==> config.mk <==
export PLATFORM = sky130hd
export DESIGN_NAME = scs_top
export DESIGN_NICKNAME = d
export VERILOG_FILES = /design/src/hw/scs_pkg.sv /design/src/hw/scs_top.sv
export VERILOG_INCLUDE_DIRS = /design/src /design/src/hw
export SDC_FILE = /design/constraint.sdc
export NUM_CORES = 1
export LEC_CHECK = 0
export BUFFER_PORTS_ARGS = -buffer_cell sky130_fd_sc_hd__buf_2
export CAP_MARGIN = 25
export CORE_MARGIN = 3
export CORE_UTILIZATION = 47
export CTS_BUF_LIST = sky130_fd_sc_hd__clkbuf_16
export CTS_CLUSTER_DIAMETER = 50
export CTS_CLUSTER_SIZE = 25
export DETAILED_ROUTE_END_ITERATION = 16
export PLACE_DENSITY = 0.82
export SLEW_MARGIN = 15
export SYNTH_ARGS = -nofsm -noshare
export SYNTH_HDL_FRONTEND = slang
export SYNTH_SLANG_ARGS = --single-unit
==> constraint.sdc <==
create_clock -name ref_clk_i -period 4.42 [get_ports ref_clk_i]
set_clock_uncertainty 0.1 [all_clocks]
set_input_delay 0.884 -clock ref_clk_i [delete_from_list [all_inputs] [get_ports ref_clk_i]]
set_output_delay 0.884 -clock ref_clk_i [all_outputs]
set_load 0.05 [all_outputs]
==> src/hw/scs_defines.svh <==
// Offsets, field positions, channel keep masks and timing counts of the sequencer
`ifndef SCS_DEFINES_SVH
`define SCS_DEFINES_SVH

// Register byte offsets
`define SCS_OFF_CTRL    8'h00
`define SCS_OFF_INTEG   8'h04
`define SCS_OFF_LED     8'h08
`define SCS_OFF_STATUS  8'h0c
`define SCS_OFF_CH0     8'h10
`define SCS_OFF_CH5     8'h24

// Control register fields
`define SCS_CTRL_TRIG   0
`define SCS_CTRL_RDY    1
`define SCS_CTRL_MODE_L 2
`define SCS_CTRL_MODE_H 3
`define SCS_CTRL_IRQEN  6

// Channels kept per group mode (bit n is channel n, 610 nm first)
`define SCS_KEEP_G1     6'h1e
`define SCS_KEEP_G2     6'h2d
`define SCS_KEEP_ALL    6'h3f

// Timing
`define SCS_CLK_MHZ     200
`define SCS_TICK_US     100
`define SCS_TICK_CYC    (`SCS_TICK_US * `SCS_CLK_MHZ)
`define SCS_MIN_IT_US   2800
`define SCS_MIN_IT      8'((`SCS_MIN_IT_US + `SCS_TICK_US - 1) / `SCS_TICK_US)
`define SCS_RESET_MS    100
`define SCS_RESET_CYC   (`SCS_RESET_MS * 1000 * `SCS_CLK_MHZ)
`define SCS_FLASH_MS    500
`define SCS_FLASH_CYC   (`SCS_FLASH_MS * 1000 * `SCS_CLK_MHZ)

`define SCS_RESP_OKAY   2'b00
`define SCS_RESP_SLVERR 2'b10

`endif

==> src/hw/scs_pkg.sv <==
// Types shared by the spectral conversion sequencer
package scs_pkg;

  typedef enum logic [1:0] {
    SCS_MODE_G1   = 2'b00,
    SCS_MODE_G2   = 2'b01,
    SCS_MODE_BOTH = 2'b10,
    SCS_MODE_ONE  = 2'b11
  } scs_mode_t;

  typedef enum logic [1:0] {
    SCS_ST_IDLE  = 2'b00,
    SCS_ST_CONV1 = 2'b01,
    SCS_ST_CONV2 = 2'b10
  } scs_state_t;

  // Four 16-bit results of one photodiode group
  typedef struct packed {
    logic [15:0] d3;
    logic [15:0] d2;
    logic [15:0] d1;
    logic [15:0] d0;
  } scs_grp_t;

  typedef struct packed {
    logic       en;
    logic [1:0] isel;
  } scs_led_t;

endpackage

==> src/hw/scs_top.sv <==
// Spectral conversion sequencer with AXI4-Lite register slave
`timescale 1ns/1ps
`include "scs_defines.svh"

module scs_top
  import scs_pkg::*;
#(
  parameter int TICK_CYC  = `SCS_TICK_CYC,
  parameter int RESET_CYC = `SCS_RESET_CYC,
  parameter int FLASH_CYC = `SCS_FLASH_CYC
) (
  input  wire logic        ref_clk_i,
  input  wire logic        rst_n_i,
  input  wire logic        external_reset_low_i,
  input  wire logic        fw_loading_i,
  input  wire scs_grp_t    adc_grp1_i,
  input  wire scs_grp_t    adc_grp2_i,
  input  wire logic [7:0]  s_axi_awaddr_i,
  input  wire logic        s_axi_awvalid_i,
  output logic             s_axi_awready_o,
  input  wire logic [31:0] s_axi_wdata_i,
  input  wire logic [3:0]  s_axi_wstrb_i,
  input  wire logic        s_axi_wvalid_i,
  output logic             s_axi_wready_o,
  output logic [1:0]       s_axi_bresp_o,
  output logic             s_axi_bvalid_o,
  input  wire logic        s_axi_bready_i,
  input  wire logic [7:0]  s_axi_araddr_i,
  input  wire logic        s_axi_arvalid_i,
  output logic             s_axi_arready_o,
  output logic [31:0]      s_axi_rdata_o,
  output logic [1:0]       s_axi_rresp_o,
  output logic             s_axi_rvalid_o,
  input  wire logic        s_axi_rready_i,
  output logic             irq_line_n_o,
  output scs_state_t       conv_state_o,
  output scs_led_t         indicator_led_sink_o,
  output scs_led_t         illumination_led_sink_o
);

  //--------------------------------------------------------------
  // Reset
  //--------------------------------------------------------------
  logic        ext_s1_r;
  logic        ext_s2_r;
  logic [24:0] ext_cnt_r;
  logic        ext_fire_r;
  logic        srst;

  always_ff @(posedge ref_clk_i) begin
    if (!rst_n_i) begin
      ext_s1_r <= 1'b1;
      ext_s2_r <= 1'b1;
    end else begin
      ext_s1_r <= external_reset_low_i;
      ext_s2_r <= ext_s1_r;
    end
  end

  always_ff @(posedge ref_clk_i) begin
    if (!rst_n_i || ext_s2_r) begin
      ext_cnt_r  <= 25'h0;
      ext_fire_r <= 1'b0;
    end else if (ext_cnt_r == 25'(RESET_CYC)) begin
      ext_fire_r <= 1'b1;
    end else begin
      ext_cnt_r <= ext_cnt_r + 25'h1;
    end
  end

  assign srst = !rst_n_i || ext_fire_r;

  //--------------------------------------------------------------
  // AXI4-Lite write channels
  //--------------------------------------------------------------
  logic        awready_r;
  logic        wready_r;
  logic        bvalid_r;
  logic [1:0]  bresp_r;
  logic        aw_held_r;
  logic        w_held_r;
  logic [7:0]  aw_addr_r;
  logic [31:0] w_data_r;
  logic [3:0]  w_strb_r;
  logic        aw_hs;
  logic        w_hs;
  logic        do_wr;
  logic        wr_ok;
  logic        wr_ctrl;
  logic        wr_it;
  logic        wr_led;

  assign aw_hs   = s_axi_awvalid_i && awready_r;
  assign w_hs    = s_axi_wvalid_i && wready_r;
  assign do_wr   = aw_held_r && w_held_r && !bvalid_r;
  assign wr_ok   = (aw_addr_r[1:0] == 2'h0) && (aw_addr_r <= `SCS_OFF_CH5);
  assign wr_ctrl = do_wr && aw_addr_r == `SCS_OFF_CTRL && w_strb_r[0];
  assign wr_it   = do_wr && aw_addr_r == `SCS_OFF_INTEG && w_strb_r[0];
  assign wr_led  = do_wr && aw_addr_r == `SCS_OFF_LED && w_strb_r[0];

  always_ff @(posedge ref_clk_i) begin
    if (srst) begin
      awready_r <= 1'b1;
      wready_r  <= 1'b1;
      bvalid_r  <= 1'b0;
      bresp_r   <= `SCS_RESP_OKAY;
      aw_held_r <= 1'b0;
      w_held_r  <= 1'b0;
      aw_addr_r <= 8'h0;
      w_data_r  <= 32'h0;
      w_strb_r  <= 4'h0;
    end else begin
      if (aw_hs) begin
        aw_held_r <= 1'b1;
        aw_addr_r <= s_axi_awaddr_i;
        awready_r <= 1'b0;
      end
      if (w_hs) begin
        w_held_r <= 1'b1;
        w_data_r <= s_axi_wdata_i;
        w_strb_r <= s_axi_wstrb_i;
        wready_r <= 1'b0;
      end
      if (do_wr) begin
        aw_held_r <= 1'b0;
        w_held_r  <= 1'b0;
        bvalid_r  <= 1'b1;
        bresp_r   <= wr_ok ? `SCS_RESP_OKAY : `SCS_RESP_SLVERR;
      end else if (bvalid_r && s_axi_bready_i) begin
        bvalid_r  <= 1'b0;
        awready_r <= 1'b1;
        wready_r  <= 1'b1;
      end
    end
  end

  //--------------------------------------------------------------
  // Control registers
  //--------------------------------------------------------------
  scs_mode_t  mode_r;
  scs_mode_t  wmode;
  logic       trig_r;
  logic       irq_en_r;
  logic [7:0] integ_r;
  scs_led_t   ind_r;
  scs_led_t   ill_r;
  logic       restart;
  logic       commit;

  assign wmode   = scs_mode_t'(w_data_r[`SCS_CTRL_MODE_H:`SCS_CTRL_MODE_L]);
  // Mode change or fresh one-shot request restarts the sequence
  assign restart = wr_ctrl && (wmode != mode_r || wmode == SCS_MODE_ONE);

  always_ff @(posedge ref_clk_i) begin
    if (srst) begin
      mode_r   <= SCS_MODE_ONE;
      trig_r   <= 1'b0;
      irq_en_r <= 1'b0;
    end else begin
      if (wr_ctrl) begin
        mode_r   <= wmode;
        irq_en_r <= w_data_r[`SCS_CTRL_IRQEN];
        trig_r   <= (wmode == SCS_MODE_ONE);
      end else if (commit && mode_r == SCS_MODE_ONE) begin
        trig_r <= 1'b0;
      end
    end
  end

  always_ff @(posedge ref_clk_i) begin
    if (srst) begin
      integ_r <= `SCS_MIN_IT;
    end else if (wr_it) begin
      integ_r <= (w_data_r[7:0] < `SCS_MIN_IT) ? `SCS_MIN_IT
                                               : w_data_r[7:0];
    end
  end

  always_ff @(posedge ref_clk_i) begin
    if (srst) begin
      ind_r <= '0;
      ill_r <= '0;
    end else if (wr_led) begin
      ind_r <= {w_data_r[0], w_data_r[2:1]};
      ill_r <= {w_data_r[3], w_data_r[5:4]};
    end
  end

  //--------------------------------------------------------------
  // Conversion sequencer
  //--------------------------------------------------------------
  scs_state_t  state_r;
  logic [15:0] pre_cnt_r;
  logic [7:0]  tick_cnt_r;
  logic        commit_req_r;
  logic        pend_r;
  logic        tick_p;
  logic        end_conv;
  logic        produces;
  logic        start_ok;
  logic        ch_rd;

  assign tick_p   = pre_cnt_r == 16'(TICK_CYC - 1);
  assign end_conv = state_r != SCS_ST_IDLE && tick_p &&
                    tick_cnt_r >= integ_r - 8'h01;
  // Mode 0 completes after group 1; all others after group 2
  assign produces = (state_r == SCS_ST_CONV2) ||
                    (state_r == SCS_ST_CONV1 && mode_r == SCS_MODE_G1);
  assign start_ok = mode_r != SCS_MODE_ONE ||
                    (trig_r && !commit_req_r && !pend_r);
  // Commit is held off one cycle by a result read in flight
  assign commit   = (commit_req_r || pend_r) && !ch_rd;

  always_ff @(posedge ref_clk_i) begin
    if (srst || restart) begin
      state_r      <= SCS_ST_IDLE;
      commit_req_r <= 1'b0;
    end else begin
      commit_req_r <= end_conv && produces;
      case (state_r)
        SCS_ST_IDLE: begin
          if (start_ok) begin
            state_r <= (mode_r == SCS_MODE_G2) ? SCS_ST_CONV2
                                               : SCS_ST_CONV1;
          end
        end
        SCS_ST_CONV1: begin
          if (end_conv) begin
            state_r <= (mode_r == SCS_MODE_G1) ? SCS_ST_CONV1
                                               : SCS_ST_CONV2;
          end
        end
        SCS_ST_CONV2: begin
          if (end_conv) begin
            if (mode_r == SCS_MODE_G2) begin
              state_r <= SCS_ST_CONV2;
            end else if (mode_r == SCS_MODE_BOTH) begin
              state_r <= SCS_ST_CONV1;
            end else begin
              state_r <= SCS_ST_IDLE;
            end
          end
        end
        default: begin
          state_r <= SCS_ST_IDLE;
        end
      endcase
    end
  end

  always_ff @(posedge ref_clk_i) begin
    if (srst || restart || state_r == SCS_ST_IDLE || end_conv) begin
      pre_cnt_r  <= 16'h0;
      tick_cnt_r <= 8'h0;
    end else if (tick_p) begin
      pre_cnt_r  <= 16'h0;
      tick_cnt_r <= tick_cnt_r + 8'h01;
    end else begin
      pre_cnt_r <= pre_cnt_r + 16'h1;
    end
  end

  always_ff @(posedge ref_clk_i) begin
    if (srst || restart) begin
      pend_r <= 1'b0;
    end else begin
      pend_r <= (commit_req_r || pend_r) && ch_rd;
    end
  end

  //--------------------------------------------------------------
  // Result buffers
  //--------------------------------------------------------------
  logic [15:0] shadow_r [6];
  logic [15:0] res_r    [6];
  logic [5:0]  keep;

  always_ff @(posedge ref_clk_i) begin
    if (srst) begin
      for (int i = 0; i < 6; i++) begin
        shadow_r[i] <= 16'h0;
      end
    end else if (end_conv && state_r == SCS_ST_CONV1) begin
      shadow_r[1] <= adc_grp1_i.d0;
      shadow_r[2] <= adc_grp1_i.d1;
      shadow_r[3] <= adc_grp1_i.d2;
      shadow_r[4] <= adc_grp1_i.d3;
    end else if (end_conv) begin
      shadow_r[0] <= adc_grp2_i.d0;
      shadow_r[5] <= adc_grp2_i.d3;
      if (mode_r == SCS_MODE_G2) begin
        shadow_r[2] <= adc_grp2_i.d1;
        shadow_r[3] <= adc_grp2_i.d2;
      end
    end
  end

  always_comb begin
    if (mode_r == SCS_MODE_G1) begin
      keep = `SCS_KEEP_G1;
    end else if (mode_r == SCS_MODE_G2) begin
      keep = `SCS_KEEP_G2;
    end else begin
      keep = `SCS_KEEP_ALL;
    end
  end

  for (genvar g = 0; g < 6; g++) begin : g_res
    always_ff @(posedge ref_clk_i) begin
      if (srst) begin
        res_r[g] <= 16'h0;
      end else if (commit) begin
        res_r[g] <= keep[g] ? shadow_r[g] : 16'h0;
      end
    end
  end

  //--------------------------------------------------------------
  // Ready flag and interrupt line
  //--------------------------------------------------------------
  logic ready_r;
  logic irq_n_r;
  logic rd_ctrl;

  always_ff @(posedge ref_clk_i) begin
    if (srst) begin
      ready_r <= 1'b0;
    end else if (commit) begin
      ready_r <= 1'b1;
    end else if (ch_rd) begin
      ready_r <= 1'b0;
    end
  end

  // Stays low until a control read, even across later results
  always_ff @(posedge ref_clk_i) begin
    if (srst) begin
      irq_n_r <= 1'b1;
    end else if (commit && irq_en_r) begin
      irq_n_r <= 1'b0;
    end else if (rd_ctrl) begin
      irq_n_r <= 1'b1;
    end
  end

  //--------------------------------------------------------------
  // AXI4-Lite read channels
  //--------------------------------------------------------------
  logic        arready_r;
  logic        rvalid_r;
  logic [31:0] rdata_r;
  logic [1:0]  rresp_r;
  logic [31:0] rd_mux;
  logic        rd_ok;
  logic        ar_hs;
  logic        fw_s2_r;
  logic [2:0]  ch_idx;

  assign ar_hs   = s_axi_arvalid_i && arready_r;
  assign rd_ok   = (s_axi_araddr_i[1:0] == 2'h0) &&
                   (s_axi_araddr_i <= `SCS_OFF_CH5);
  assign rd_ctrl = ar_hs && s_axi_araddr_i == `SCS_OFF_CTRL;
  assign ch_rd   = ar_hs && rd_ok && s_axi_araddr_i >= `SCS_OFF_CH0;
  assign ch_idx  = 3'((s_axi_araddr_i - `SCS_OFF_CH0) >> 2);

  always_comb begin
    rd_mux = 32'h0;
    if (s_axi_araddr_i == `SCS_OFF_CTRL) begin
      rd_mux[`SCS_CTRL_TRIG]                      = trig_r;
      rd_mux[`SCS_CTRL_RDY]                       = ready_r;
      rd_mux[`SCS_CTRL_MODE_H:`SCS_CTRL_MODE_L]   = mode_r;
      rd_mux[`SCS_CTRL_IRQEN]                     = irq_en_r;
    end else if (s_axi_araddr_i == `SCS_OFF_INTEG) begin
      rd_mux[7:0] = integ_r;
    end else if (s_axi_araddr_i == `SCS_OFF_LED) begin
      rd_mux[5:0] = {ill_r.isel, ill_r.en, ind_r.isel, ind_r.en};
    end else if (s_axi_araddr_i == `SCS_OFF_STATUS) begin
      rd_mux[3:0] = {fw_s2_r, pend_r || commit_req_r, state_r};
    end else if (ch_rd) begin
      rd_mux[15:0] = res_r[ch_idx];
    end
  end

  always_ff @(posedge ref_clk_i) begin
    if (srst) begin
      arready_r <= 1'b1;
      rvalid_r  <= 1'b0;
      rdata_r   <= 32'h0;
      rresp_r   <= `SCS_RESP_OKAY;
    end else if (ar_hs) begin
      arready_r <= 1'b0;
      rvalid_r  <= 1'b1;
      rdata_r   <= rd_mux;
      rresp_r   <= rd_ok ? `SCS_RESP_OKAY : `SCS_RESP_SLVERR;
    end else if (rvalid_r && s_axi_rready_i) begin
      rvalid_r  <= 1'b0;
      arready_r <= 1'b1;
    end
  end

  //--------------------------------------------------------------
  // LED sinks
  //--------------------------------------------------------------
  logic        fw_s1_r;
  logic [26:0] fl_cnt_r;
  logic        flash_r;
  scs_led_t    ind_o_r;
  scs_led_t    ill_o_r;

  always_ff @(posedge ref_clk_i) begin
    if (srst) begin
      fw_s1_r <= 1'b0;
      fw_s2_r <= 1'b0;
    end else begin
      fw_s1_r <= fw_loading_i;
      fw_s2_r <= fw_s1_r;
    end
  end

  always_ff @(posedge ref_clk_i) begin
    if (srst || !fw_s2_r) begin
      fl_cnt_r <= 27'h0;
      flash_r  <= 1'b1;
    end else if (fl_cnt_r == 27'(FLASH_CYC - 1)) begin
      fl_cnt_r <= 27'h0;
      flash_r  <= ~flash_r;
    end else begin
      fl_cnt_r <= fl_cnt_r + 27'h1;
    end
  end

  always_ff @(posedge ref_clk_i) begin
    if (srst) begin
      ind_o_r <= '0;
      ill_o_r <= '0;
    end else begin
      ind_o_r <= fw_s2_r ? {flash_r, ind_r.isel} : ind_r;
      ill_o_r <= ill_r;
    end
  end

  assign s_axi_awready_o         = awready_r;
  assign s_axi_wready_o          = wready_r;
  assign s_axi_bvalid_o          = bvalid_r;
  assign s_axi_bresp_o           = bresp_r;
  assign s_axi_arready_o         = arready_r;
  assign s_axi_rvalid_o          = rvalid_r;
  assign s_axi_rdata_o           = rdata_r;
  assign s_axi_rresp_o           = rresp_r;
  assign irq_line_n_o            = irq_n_r;
  assign conv_state_o            = state_r;
  assign indicator_led_sink_o    = ind_o_r;
  assign illumination_led_sink_o = ill_o_r;
endmodule // scs_top

==> summary.txt <==
pwr/cell area = 377 nW/µm²
DR vias = 10183
fillers = 2532
H-tree depth = 1
sequential fraction of the synthesis area = 59.2%
startpoint types = flop
mapped cell area = 14900 µm²
crit path cell chain = inv_1 > ha_1 > nand2_1 > nor3_1 > xnor2_1 > ha_1 > a211oi_1 > nand3_1 > a31oi_1 > buf_4 > nor4_4 > buf_4 > a32o_1
Die Y = 184 µm
WS Path Type = reg -> reg
Setup TNS = 0 ns
Unique masters post-synth = 59
setup ws final = 1.10 ns
fin crit share = 75.0%
most frequent cells in the layout = buf_2 (193), edfxtp_1 (192), dfxtp_1 (154), and2_1 (142), nor2_1 (114)
IO buf count = 193
Hold Startpoint = ext_s1_r
GRT Util Overall = 19.3%
crit path max fanout = 64
Critical R2R Launch = integ_r[0]
Syn. warnings = 0
first-pass GRT wire length = 52.3 mm
worst hold slack = 0.308 ns
Slowest-stage cell, CP = dfxtp_1
DP HPWL = 23.4 mm
worst path arrival time = 3.53 ns
max incr delay on CP = 0.39 ns
Root Driver = clkbuf_16
vias in the first global route = 10078
final hold vios = 0
Max Cap Violations = 0
Max clock buf depth = 3
Slew @ Worst Pin = 0.945 ns
RSZ-0062 raised after global routing = no
CTS tree = done
Required @ worst endpoint = 4.63 ns
ys flop type = edfxtp_1
clock slew at reported path FFs = 0.07 ns
sequential cell area = 8850 µm²
total clock buffers created by CTS = 30
Rel. slew slack = 37.0%
via/cell ratio = 5.42
mean post-synth cell area = 11.6 µm²
Cells after Synth = 1289
Final Util = 55.6%
Final Wtd Congestion = 0.851
initial drt markers = 666
post-CTS setup buffer count = 0
Die W = 184 µm
hold_buf cts = 0
clock sinks = 346
Largest delay share family, worst path = compound AO/OA/AOI/OAI gates
total gr overflow = 0
most common cell after layout, fill and taps aside = buf_2
core area = 31000 µm²
Worst R2R Setup Slack = 1.10 ns
Post-DRT Antenna Nets = 0
drt pass-1 iters = 5
Initial Util = 48.2%
Post-synth EDFFs = 192
Peak VDD IR = 0.325 mV
P_leak = 6.62 nW
IO Pins = 239
fin. max-slew vios = 0
Residual DRC = 0
Setup WS pre-CTS = 0.912 ns
number of placement rows = 64
Power Total = 6.51 mW
Worst setup EP type = flop
critical path launch point = integ_r[0]
Max Freq = 0.302 GHz
Clock Latency Late Sink = 0.56 ns
multi-input logic area = 5700 µm²
asr flop ratio synth = 0%
WL per Instance = 17.7 µm
Final Setup Violations = 0
post_cts resized = 0
Nets = 1663
#FFs+latches synth = 346
initial antenna violation count = 1
share of cells above drive strength 1 = 21.0%
die area = 34000 µm²
Hold Crit Class = reg -> reg
shortest period the worst path allows = 3.32 ns
status = complete, no violations
WP buf/inv = 3
area grow syn2layout = 15.4%
largest net degree at the start of global routing = 65
Routed WL = 33.2 mm
==> path summary, 6_finish.rpt <==
path | depth (start not counted) | end
max | 13 | shadow_r[3][12]
min | 1 | ext_s2_r
max reg2reg | 13 | shadow_r[3][12]
min reg2reg | 1 | ext_s2_r
==> registers in the layout (all words and copies together), names as in the netlist, 2 cells and up <==
signal / count
indicator_led_sink_o: 3
mode_r: 2
res_r: 96
illumination_led_sink_o: 3
pre_cnt_r: 16
ext_cnt_r: 25
shadow_r: 96
s_axi_rdata_o: 16
fl_cnt_r: 27
w_data_r: 8
aw_addr_r: 8
ind_r: 3
tick_cnt_r: 8
ill_r: 3
conv_state_o: 2
integ_r: 8
==> where the power goes <==
part           switching, mW  total (mW)  leakage (nW)  internal, mW
clock network           1.27        2.64         0.509          1.38
logic                  0.235       0.360          2.89         0.125
registers             0.0392        3.50          3.22          3.47
==> worst register-to-register path, cell delays in order, from the launching register on <==
cell      delay (ns)
dfxtp_1         0.39
inv_1           0.11
ha_1            0.24
nand2_1         0.10
nor3_1          0.06
xnor2_1         0.23
ha_1            0.32
a211oi_1        0.27
nand3_1         0.10
a31oi_1         0.18
buf_4           0.21
nor4_4          0.06
buf_4           0.30
a32o_1          0.41
==> per-layer routing <==
metal | part of all wire [%] | global-route usage (%) | vias to the layer above
li1 | - | - | 4934
met1 | 42 | 25.1 | 4859
met2 | 49 | 32.9 | 322
met3 | 5.2 | 3.08 | 68
met4 | 3.4 | 6.92 | 0
met5 | 0 | 0 | -
==> cell usage after synthesis (32+ instances only) <==
master	instances	area share, %
nor2_1	115	2.9
a21oi_1	44	1.5
xnor2_1	36	2.1
xor2_1	37	2.2
nand2_1	90	2.3
and3_1	50	2.1
o21ai_0	33	1.1
clkbuf_1	58	1.5
a32o_1	32	2.1
and2_1	142	5.9
edfxtp_1	192	39
nand3_1	42	1.4
dfxtp_1	154	21
==> per-stage QoR <==
stage / instances / instance area, µm²
3_3_place_gp: 1822 / 16200
5_1_grt: 1880 / 17200
3_5_place_dp: 1823 / 16200
6_report: 1880 / 17200
4_1_cts: 1878 / 17200
2_1_floorplan: 1306 / 15000
==> cells by family (layout without fill, tap and decap cells) <==
family                   count (synthesis)  after routing  share of synthesized area (%)
AND/OR/NAND/NOR                        553            553                           20.2
flip-flops                             346            346                           59.2
AO/OA/AOI/OAI                          145            145                           6.40
buffers and inverters                  104            281                           3.44
XOR/XNOR                                73             73                           4.28
multiplexers                            53             53                           5.27
adder cells (fa/ha/maj)                 14             14                           1.17
other                                    1             19                         0.0251
==> final cells by class <==
| cell class | instances | share of cell area (%) |
|---|---|---|
| antenna | 1 | 0.0145 |
| inverter | 15 | 0.327 |
| tap | 396 | 2.87 |
| clock inverter | 23 | 1.19 |
| sequential | 346 | 51.3 |
| clock buffer | 32 | 4.64 |
| multi-input combinational | 856 | 33.1 |
| timing repair buffer | 211 | 6.57 |
Power figures use the tool's default switching activity.
